--- src/hdl/lcc_pkg.sv ---
// constants and types shared by the loop compensation register block
// Functional notes
// - integrator gain code in bits 7:6
// - integrator time constant code in bits 5:3
// - ramp amplitude code in bits 2:0
// - integrator register holds three read/write fields
// - alternate registers stored, readable, drive nothing
// - alternate gain code in bits 7:4
// - alternate load-line code in bits 3:0
// - alternate integrator register mirrors main layout
// - loop options register holds four fields
// - light-load bit forces discontinuous during ramp only
// - on-time select steers negative-current high-side time
// - loop options bit 7 reads zero, read-only
// - bit clear: ramp mode follows forced-continuous setting
// - inductor select bits 4:3, 100-400nH
// - static load line bits 2:0, 0-4.05 milliohm
package lcc_pkg;
    localparam logic [7:0] OFS_INTEGRATOR_RAMP_CONFIG    = 8'haa;
    localparam logic [7:0] OFS_ALTERNATE_GAIN_LOADLINE   = 8'hab;
    localparam logic [7:0] OFS_ALTERNATE_INTEGRATOR_RAMP = 8'hac;
    localparam logic [7:0] OFS_LOOP_OPTIONS              = 8'had;

    // integrator / ramp layout, shared by main and alternate copies
    localparam int INT_GAIN_MSB  = 7;
    localparam int INT_GAIN_LSB  = 6;
    localparam int INT_TIME_MSB  = 5;
    localparam int INT_TIME_LSB  = 3;
    localparam int RAMP_MSB      = 2;
    localparam int RAMP_LSB      = 0;
    // alternate gain / load-line layout
    localparam int ALT_GAIN_MSB  = 7;
    localparam int ALT_GAIN_LSB  = 4;
    localparam int ALT_LL_MSB    = 3;
    localparam int ALT_LL_LSB    = 0;
    // loop options layout
    localparam int OPT_RESERVED  = 7;
    localparam int OPT_SS_DCM    = 6;
    localparam int OPT_NOC_TON   = 5;
    localparam int IND_SEL_MSB   = 4;
    localparam int IND_SEL_LSB   = 3;
    localparam int SLL_MSB       = 2;
    localparam int SLL_LSB       = 0;
    localparam logic [7:0] OPT_WRITE_MASK = 8'h7f;

    // power-up contents stand in for the nonvolatile copy
    localparam logic [7:0] RST_INTEGRATOR_RAMP_CONFIG    = 8'h00;
    localparam logic [7:0] RST_ALTERNATE_GAIN_LOADLINE   = 8'h00;
    localparam logic [7:0] RST_ALTERNATE_INTEGRATOR_RAMP = 8'h00;
    localparam logic [7:0] RST_LOOP_OPTIONS              = 8'h00;

    localparam logic [6:0] DEV_ADDR_DEFAULT = 7'h2a;
    localparam logic [3:0] BITS_PER_BYTE    = 4'h8;

    typedef enum logic [8:0] {
        ST_IDLE      = 9'b000000001,
        ST_ADDR      = 9'b000000010,
        ST_ADDR_ACK  = 9'b000000100,
        ST_CMD       = 9'b000001000,
        ST_CMD_ACK   = 9'b000010000,
        ST_WDATA     = 9'b000100000,
        ST_WDATA_ACK = 9'b001000000,
        ST_RDATA     = 9'b010000000,
        ST_RDATA_ACK = 9'b100000000
    } lcc_state_t;
endpackage

--- src/hdl/lcc_reg_bank.sv ---
// the four byte-wide loop compensation registers
`timescale 1ns/1ps
module lcc_reg_bank (
    input  wire logic       clk,
    input  wire logic       rst_n,
    input  wire logic [7:0] regAddr,
    input  wire logic       wrEn,
    input  wire logic [7:0] wrData,
    output logic      [7:0] rdData,
    output logic            regHit,
    output logic      [7:0] integratorRamp,
    output logic      [7:0] loopOptions
);
    import lcc_pkg::*;

    logic [7:0] intRamp_r, intRamp_nxt;
    logic [7:0] altGainLl_r, altGainLl_nxt;
    logic [7:0] altIntRamp_r, altIntRamp_nxt;
    logic [7:0] loopOpt_r, loopOpt_nxt;

    always_comb begin
        intRamp_nxt    = intRamp_r;
        altGainLl_nxt  = altGainLl_r;
        altIntRamp_nxt = altIntRamp_r;
        loopOpt_nxt    = loopOpt_r;
        rdData         = 8'h00;
        regHit         = 1'b1;
        case (regAddr)
            OFS_INTEGRATOR_RAMP_CONFIG: begin
                rdData = intRamp_r;
                if (wrEn) begin
                    intRamp_nxt = wrData;
                end
            end
            OFS_ALTERNATE_GAIN_LOADLINE: begin
                rdData = altGainLl_r;
                if (wrEn) begin
                    altGainLl_nxt = wrData;
                end
            end
            OFS_ALTERNATE_INTEGRATOR_RAMP: begin
                rdData = altIntRamp_r;
                if (wrEn) begin
                    altIntRamp_nxt = wrData;
                end
            end
            OFS_LOOP_OPTIONS: begin
                rdData = loopOpt_r & OPT_WRITE_MASK;
                if (wrEn) begin
                    loopOpt_nxt = wrData & OPT_WRITE_MASK;
                end
            end
            default: begin
                regHit = 1'b0;
            end
        endcase
    end

    // alternate copies end here on purpose: they feed no loop output
    always_ff @(posedge clk or negedge rst_n) begin
        if (!rst_n) begin
            intRamp_r    <= RST_INTEGRATOR_RAMP_CONFIG;
            altGainLl_r  <= RST_ALTERNATE_GAIN_LOADLINE;
            altIntRamp_r <= RST_ALTERNATE_INTEGRATOR_RAMP;
            loopOpt_r    <= RST_LOOP_OPTIONS;
        end else begin
            intRamp_r    <= intRamp_nxt;
            altGainLl_r  <= altGainLl_nxt;
            altIntRamp_r <= altIntRamp_nxt;
            loopOpt_r    <= loopOpt_nxt;
        end
    end

    assign integratorRamp = intRamp_r;
    assign loopOptions    = loopOpt_r;
endmodule

--- src/hdl/lcc_top.sv ---
// byte-wide two-wire serial slave and loop compensation settings
`timescale 1ns/1ps
module lcc_top #(
    parameter logic [6:0] DEV_ADDR = lcc_pkg::DEV_ADDR_DEFAULT
) (
    input  wire logic       clk,
    input  wire logic       rst_n,
    input  wire logic       sclIn,
    input  wire logic       sdaIn,
    output logic            sdaOut,
    output logic            sdaOe,
    input  wire logic       softStartActive,
    input  wire logic       forcedContinuousConduction,
    output logic      [1:0] integratorGain,
    output logic      [2:0] integratorTime,
    output logic      [2:0] rampAmplitude,
    output logic            discontinuousConduction,
    output logic            negativeCurrentOnTimeSelect,
    output logic      [1:0] inductorValueSelect,
    output logic      [2:0] staticLoadLine
);
    import lcc_pkg::*;

    lcc_state_t state_r, state_nxt;
    logic [3:0] bitCnt_r, bitCnt_nxt;
    logic [7:0] shift_r, shift_nxt;
    logic [7:0] cmd_r, cmd_nxt;
    logic [7:0] txByte_r, txByte_nxt;
    logic       sdaOe_r, sdaOe_nxt;
    logic       rdMode_r, rdMode_nxt;
    logic       masterAck_r, masterAck_nxt;
    logic       sclPrev_r, sdaPrev_r;

    logic       sclRise, sclFall, startCond, stopCond;
    logic       wrEn;
    logic [7:0] wrData;
    logic [7:0] bankAddr;
    logic [7:0] rdData;
    logic       regHit;
    logic [7:0] integratorRamp;
    logic [7:0] loopOptions;

    // pins arrive already synchronous, so one history stage suffices
    assign sclRise   = sclIn & ~sclPrev_r;
    assign sclFall   = ~sclIn & sclPrev_r;
    assign startCond = sclIn & sclPrev_r & sdaPrev_r & ~sdaIn;
    assign stopCond  = sclIn & sclPrev_r & ~sdaPrev_r & sdaIn;

    // command byte is checked against the map before it is latched
    assign bankAddr = (state_r == ST_CMD) ? shift_r : cmd_r;

    lcc_reg_bank u_bank (
        .clk            (clk),
        .rst_n          (rst_n),
        .regAddr        (bankAddr),
        .wrEn           (wrEn),
        .wrData         (wrData),
        .rdData         (rdData),
        .regHit         (regHit),
        .integratorRamp (integratorRamp),
        .loopOptions    (loopOptions)
    );

    always_comb begin
        state_nxt     = state_r;
        bitCnt_nxt    = bitCnt_r;
        shift_nxt     = shift_r;
        cmd_nxt       = cmd_r;
        txByte_nxt    = txByte_r;
        sdaOe_nxt     = sdaOe_r;
        rdMode_nxt    = rdMode_r;
        masterAck_nxt = masterAck_r;
        wrEn          = 1'b0;
        wrData        = shift_r;
        if (startCond) begin
            // repeated start keeps the latched command for a read
            state_nxt  = ST_ADDR;
            bitCnt_nxt = 4'h0;
            sdaOe_nxt  = 1'b0;
        end else if (stopCond) begin
            state_nxt = ST_IDLE;
            sdaOe_nxt = 1'b0;
        end else begin
            case (state_r)
                ST_IDLE: begin
                    sdaOe_nxt = 1'b0;
                end
                ST_ADDR, ST_CMD, ST_WDATA: begin
                    if (sclRise && bitCnt_r < BITS_PER_BYTE) begin
                        shift_nxt  = {shift_r[6:0], sdaIn};
                        bitCnt_nxt = bitCnt_r + 4'h1;
                    end else if (sclFall && bitCnt_r == BITS_PER_BYTE) begin
                        case (state_r)
                            ST_ADDR: begin
                                if (shift_r[7:1] == DEV_ADDR) begin
                                    state_nxt  = ST_ADDR_ACK;
                                    sdaOe_nxt  = 1'b1;
                                    rdMode_nxt = shift_r[0];
                                    txByte_nxt = rdData;
                                end else begin
                                    state_nxt = ST_IDLE;
                                end
                            end
                            ST_CMD: begin
                                // unmapped command is refused with a nack
                                if (regHit) begin
                                    cmd_nxt   = shift_r;
                                    state_nxt = ST_CMD_ACK;
                                    sdaOe_nxt = 1'b1;
                                end else begin
                                    state_nxt = ST_IDLE;
                                end
                            end
                            default: begin
                                wrEn      = 1'b1;
                                state_nxt = ST_WDATA_ACK;
                                sdaOe_nxt = 1'b1;
                            end
                        endcase
                    end
                end
                ST_ADDR_ACK: begin
                    if (sclFall) begin
                        bitCnt_nxt = 4'h0;
                        if (rdMode_r) begin
                            state_nxt = ST_RDATA;
                            sdaOe_nxt = ~txByte_r[7];
                        end else begin
                            state_nxt = ST_CMD;
                            sdaOe_nxt = 1'b0;
                        end
                    end
                end
                ST_CMD_ACK, ST_WDATA_ACK: begin
                    // further bytes overwrite the same register
                    if (sclFall) begin
                        state_nxt  = ST_WDATA;
                        bitCnt_nxt = 4'h0;
                        sdaOe_nxt  = 1'b0;
                    end
                end
                ST_RDATA: begin
                    if (sclRise && bitCnt_r < BITS_PER_BYTE) begin
                        bitCnt_nxt = bitCnt_r + 4'h1;
                    end else if (sclFall) begin
                        if (bitCnt_r == BITS_PER_BYTE) begin
                            state_nxt = ST_RDATA_ACK;
                            sdaOe_nxt = 1'b0;
                        end else begin
                            txByte_nxt = {txByte_r[6:0], 1'b0};
                            sdaOe_nxt  = ~txByte_r[6];
                        end
                    end
                end
                ST_RDATA_ACK: begin
                    if (sclRise) begin
                        masterAck_nxt = ~sdaIn;
                    end else if (sclFall) begin
                        bitCnt_nxt = 4'h0;
                        if (masterAck_r) begin
                            state_nxt  = ST_RDATA;
                            txByte_nxt = rdData;
                            sdaOe_nxt  = ~rdData[7];
                        end else begin
                            state_nxt = ST_IDLE;
                            sdaOe_nxt = 1'b0;
                        end
                    end
                end
                default: begin
                    state_nxt = ST_IDLE;
                    sdaOe_nxt = 1'b0;
                end
            endcase
        end
    end

    always_ff @(posedge clk or negedge rst_n) begin
        if (!rst_n) begin
            state_r     <= ST_IDLE;
            bitCnt_r    <= 4'h0;
            shift_r     <= 8'h00;
            cmd_r       <= 8'h00;
            txByte_r    <= 8'h00;
            sdaOe_r     <= 1'b0;
            rdMode_r    <= 1'b0;
            masterAck_r <= 1'b0;
            sclPrev_r   <= 1'b1;
            sdaPrev_r   <= 1'b1;
        end else begin
            state_r     <= state_nxt;
            bitCnt_r    <= bitCnt_nxt;
            shift_r     <= shift_nxt;
            cmd_r       <= cmd_nxt;
            txByte_r    <= txByte_nxt;
            sdaOe_r     <= sdaOe_nxt;
            rdMode_r    <= rdMode_nxt;
            masterAck_r <= masterAck_nxt;
            sclPrev_r   <= sclIn;
            sdaPrev_r   <= sdaIn;
        end
    end

    // open drain: only ever pulls low
    assign sdaOut = 1'b0;
    assign sdaOe  = sdaOe_r;

    logic dcm_r, dcm_nxt;

    always_comb begin
        if (softStartActive && loopOptions[OPT_SS_DCM]) begin
            dcm_nxt = 1'b1;
        end else begin
            dcm_nxt = ~forcedContinuousConduction;
        end
    end

    always_ff @(posedge clk or negedge rst_n) begin
        if (!rst_n) begin
            dcm_r <= 1'b0;
        end else begin
            dcm_r <= dcm_nxt;
        end
    end

    // field outputs come straight from the register flops, except conduction mode, which comes from its own flop dcm_r
    assign integratorGain              = integratorRamp[INT_GAIN_MSB:INT_GAIN_LSB];
    assign integratorTime              = integratorRamp[INT_TIME_MSB:INT_TIME_LSB];
    assign rampAmplitude               = integratorRamp[RAMP_MSB:RAMP_LSB];
    assign discontinuousConduction     = dcm_r;
    assign negativeCurrentOnTimeSelect = loopOptions[OPT_NOC_TON];
    assign inductorValueSelect         = loopOptions[IND_SEL_MSB:IND_SEL_LSB];
    assign staticLoadLine              = loopOptions[SLL_MSB:SLL_LSB];
endmodule

--- config.mk ---
export PLATFORM = sky130hd
export DESIGN_NAME = lcc_top
export DESIGN_NICKNAME = d
export VERILOG_FILES = /design/src/hdl/lcc_pkg.sv /design/src/hdl/lcc_reg_bank.sv /design/src/hdl/lcc_top.sv
export SDC_FILE = /design/constraint.sdc
export NUM_CORES = 1
export LEC_CHECK = 0
export ABC_AREA = 1
export BUFFER_PORTS_ARGS = -buffer_cell sky130_fd_sc_hd__clkbuf_2
export CAP_MARGIN = 15
export CORE_ASPECT_RATIO = 0.6
export CORE_MARGIN = 3
export CORE_UTILIZATION = 60
export CTS_CLUSTER_SIZE = 20
export DETAILED_ROUTE_END_ITERATION = 8
export GPL_ROUTABILITY_DRIVEN = 0
export GPL_TIMING_DRIVEN = 0
export PLACE_DENSITY = 0.75
export REMOVE_ABC_BUFFERS = 1
export SETUP_SLACK_MARGIN = 0.4
export SKIP_CTS_REPAIR_TIMING = 1
export SYNTH_ARGS = -nofsm -noshare
export SYNTH_HDL_FRONTEND = slang
export SYNTH_HIERARCHICAL = 1
export SYNTH_SLANG_ARGS = --single-unit
--- constraint.sdc ---
create_clock -name clk -period 8.7 [get_ports clk]
set_clock_uncertainty 0.1 [all_clocks]
set_input_delay 0.87 -clock clk [delete_from_list [all_inputs] [get_ports clk]]
set_output_delay 0.87 -clock clk [all_outputs]
set_load 0.02 [all_outputs]
# [After elaboration in Yosys (flattened, before gate mapping)]
# Cells that the tools add are included.
[word_totals] wordCells=159 input_bits=6 reg_bits=74
[classes] reduce_logical=23 eq_ne=40 bitwise=18 addsub=1 muxes=61 magnitude_cmp=1
[op_table] operator="2-to-1 mux 8 bit" count=13
[op_table] operator="2-to-1 mux 9 bit" count=11
[op_table] operator="one-hot mux 9 bit (6 select lines)" count=1
[op_table] operator="!= test 4 bit (second input constant)" count=9
[op_table] operator="equality test 8 bit (second input constant)" count=4
[op_table] operator="one-hot mux 8 bit (4 select lines)" count=1
[op_table] operator="one-hot mux 8 bit (3 select lines)" count=1
[op_table] operator="2-to-1 mux 1 bit" count=23
[op_table] operator="!= test 2 bit (second input constant)" count=11
[op_table] operator="2-to-1 mux 4 bit" count=5
[op_table] operator="AND reduction 10 bit" count=2
[op_table] operator="one-hot mux 9 bit (2 select lines)" count=1
[op_table] operator="AND reduction 7 bit" count=2
[op_table] operator="AND reduction 13 bit" count=1
[op_table] operator="one-hot mux 4 bit (3 select lines)" count=1
[op_table] operator="AND reduction 4 bit" count=3
[op_table] operator="NOT 1 bit" count=11
[op_table] operator="!= test 5 bit (second input constant)" count=2
[op_table] operator="equality test 9 x 1 -> 1 bit (second input constant)" count=1
[op_table] operator="equality test 9 x 2 -> 1 bit (second input constant)" count=1
[op_table] operator="equality test 9 x 3 -> 1 bit (second input constant)" count=1
[op_table] operator="equality test 9 x 4 -> 1 bit (second input constant)" count=1
[op_table] operator="equality test 9 x 5 -> 1 bit (second input constant)" count=1
[op_table] operator="equality test 9 x 6 -> 1 bit (second input constant)" count=1
[op_table] operator="21 further kinds" count=36

# [Longest topological paths before layout]
[logic_depth] word_depth=12 mapped_depth=22

# [Hierarchy]
# The synthesis kept the hierarchy.
[modules_own_cells] mod="lcc_top" instances=1 seq_area_each_um2=1079.8 area_each_um2=2693.8 cells_per_inst=359
[modules_own_cells] mod="lcc_reg_bank" instances=1 seq_area_each_um2=775.7 area_each_um2=1779.2 cells_per_inst=202

# [Least setup slack after synthesis]
# OpenSTA, ideal clock, no wires.
[synth_path] kind="reg2reg" start="register state_r[8]" end="register cmd_r[6]" required_ps=8482 setup_time_ps=118 arrival_time_ps=2587 setup_slack_ps=5895 path_stages_with_launch=19 cell_sequence="dfrtp_1 > buf_6 > inv_4 > nand3_1 > nor2_2 > nand2_4 > clkbuf_1 > o21ai_0 > nand2_2 > nor2_8 > buf_2 > o21ai_0 > nand2_1 > inv_1 > nor3_4 > nand2_2 > buf_6 > nand2_2 > o21ai_2"
[synth_via] elab_chain_cells=6 elab_cells_between_ends=12 cone_classes="eq/ne (7); mux (2); reduce/logical (3)"
[synth_rtl] element="start: declaration" line_no="lcc_top.sv:24" source="lcc_state_t state_r, state_nxt;"
[synth_rtl] element="start signal: assignment" line_no="lcc_top.sv:191" source="state_r <= state_nxt;"
[synth_rtl] element="equality test 9 x 4 -> 1 bit *" line_no="lcc_top.sv:50" source="assign bankAddr = (state_r == ST_CMD) ? shift_r : cmd_r;"
[synth_rtl] element="2-to-1 mux 8 bit *" line_no="lcc_top.sv:50"
[synth_rtl] element="named net bankAddr[7]" line_no="lcc_top.sv:37" source="logic [7:0] bankAddr;"
[synth_rtl] element="equality test 8 bit" line_no="lcc_reg_bank.sv:28" source="case (regAddr)"
[synth_rtl] element="OR reduction 4 bit (no line) *"
[synth_rtl] element="2-to-1 mux 1 bit *" line_no="lcc_reg_bank.sv:28"
[synth_rtl] element="named net regHit" line_no="lcc_top.sv:39" source="logic regHit;"
[synth_rtl] element="AND reduction 7 bit (no line) *"
[synth_rtl] element="end signal: assignment" line_no="lcc_top.sv:194" source="cmd_r <= cmd_nxt;"
[synth_rtl] element="end: declaration" line_no="lcc_top.sv:27" source="logic [7:0] cmd_r, cmd_nxt;"
# The timed path passes the listed nets; every way through them passes the cells marked *.
# A chain may end at the register's enable or synchronous reset.

# [Final worst setup path]
[layout_path] start="register state_r[8]" end="register cmd_r[2]"
# Same word-level chain as after synthesis.

==> metrics.txt <==
Initial Util 0.643; placed cell areas between 4000 and 5000 um2; Die H a little over 70 um; top-level port count 23; Tmin final approximately 3.4 ns; row cnt 23; CTS tree built; power per standard cell area between 150 and 200 nW/um2; largest net degree at the start of global routing 53; Ys Warns 6; Critical Path End Type flop; clock slew seen by the registers of the worst setup and hold paths roughly 0.05 ns; Final ANT Viol Nets 0; post-DP HPWL roughly 7.3 mm; Syn Area/Cell approximately 8.0 um2; # fillers 563; die width 117 um; Final #Nets between 500 and 600; Buffers on Ports 21; DR DRC count 0; Mapped Cells 559; Design Area, Final roughly 4900 um2; first-pass GRT wire length between 15 and 20 mm; WL/cell about 15 um; global route total overflow 0; clock net sink count 74; max incr delay on CP 0.52 ns; vias in the first global route around 3,400; ANT cells 0; crit-path cells inv_4, nand3_1, nor2_2, nand2_4, o21ai_0, nand2_2, nor2_8, o21ai_0, nand2_1, inv_1, nor3_4, nand2_2, nand2_1, o21ai_2; post-route insts no fill ~680; ratio of cells with drive above 1 in the final layout 0.238; Slew Limit Fails 0; Startpoint Class flop; final WL between 10 and 15 mm; antenna violations before repair 0; final worst-path cycle share 0.396; Worst Path Required 8.81 ns; Rel. slew slack 0.510; setup TNS 0 ns; Post-Place Cells approximately 670; Longest Clk Path Bufs 2; Slew @ Worst Pin approximately 0.73 ns; vias around 3,700; Layout area overhead 8.95%; Detailed Route Iter0 Violations 382; Worst VDD drop around 140 uV; R2R Setup Slk 5.25 ns; vias per inst 5.44; CP max-delay cell dfrtp_1; final setup fails 0; Final Power between 800 and 900 uW; Hold/Removal Path Class input pin to async pin; Crit Path Category flop to flop; leading cell type in the layout, fill and taps excluded nand2_1; GR Util All Layers 0.263; worst skew pair latency roughly 0.34 ns; final hold vios 0; Synth Cell Area between 4000 and 5000 um2; Hold WS about 0.35 ns; Leakage Power about 0.0023 uW; TritonRoute pass-1 iters 5; status complete, no violations; worst path bufs/invs 2; die area approximately 8500 um2; CP top delay family simple AND/OR/NAND/NOR gates; RSZ-0062 raised after global routing false; root buf cell clkbuf_16; commonest cells after routing, fill and taps aside nand2_1 (176), dfrtp_1 (71), inv_1 (62); CORE AREA a little under 7000 um2; CTS Buf Count 9; MaxCap Viol Count 0; CP Max Fanout 37; fmax ~290 MHz; CTS H-tree depth 3; Worst EP arrival ~3.6 ns
-- worst paths after layout --
check                                                         end               startpoint  cells past startpoint
max in group asynchronous                     sclPrev_r$_DFF_PN1_                    rst_n                      2
worst min register to register            txByte_r[4]$_DFFE_PN0P_  txByte_r[4]$_DFFE_PN0P_                      2
worst min-delay path            u_bank/loopOptions[5]$_DFFE_PN0P_                    rst_n                      1
worst max-delay path                         cmd_r[2]$_DFFE_PN0P_   state_r[8]$_DFFE_PN0P_                     14
worst max register to register               cmd_r[2]$_DFFE_PN0P_   state_r[8]$_DFFE_PN0P_                     14
min in group clk                          txByte_r[4]$_DFFE_PN0P_  txByte_r[4]$_DFFE_PN0P_                      2
-- registers in the layout, indices dropped and copies added (netlist names) --
signal                   count
shift_r                      8
discontinuousConduction      1
sdaPrev_r                    1
sclPrev_r                    1
rdMode_r                     1
masterAck_r                  1
cmd_r                        8
state_r                      9
u_bank/altIntRamp_r          8
u_bank/integratorRamp        8
u_bank/loopOptions           7
bitCnt_r                     4
u_bank/altGainLl_r           8
txByte_r                     8
sdaOe                        1
-- cell type report --
type                       count  area [um2]  area share
clock buffer                  13         250      0.0515
clock inverter                 3        15.0     0.00309
inverter                      71         269      0.0553
multi-input combinational    400        2210       0.455
sequential                    74        1860       0.382
tap                          100         125      0.0257
timing repair buffer          22         135      0.0278
-- per-stage QoR --
step / setup WS, ns / util
after floorplan: 5.94 / -
after global placement: 5.39 / 0.658
after detailed placement: 5.31 / 0.663
after CTS: 5.30 / 0.701
after global routing: 5.01 / 0.701
final: 5.25 / 0.701
-- metal layers --
layer	track usage	part of all wire
met3	0.0720	0.080
met4	0.0767	0.014
met2	0.363	0.39
met1	0.403	0.51
met5	0	0
-- power by group --
group          leakage, uW  total, uW  switching, uW  internal, uW
clock             0.000133        336            137           199
combinational      0.00118        182            131          51.4
sequential         0.00101        374           14.6           360
(Power assumes the default switching activity.)
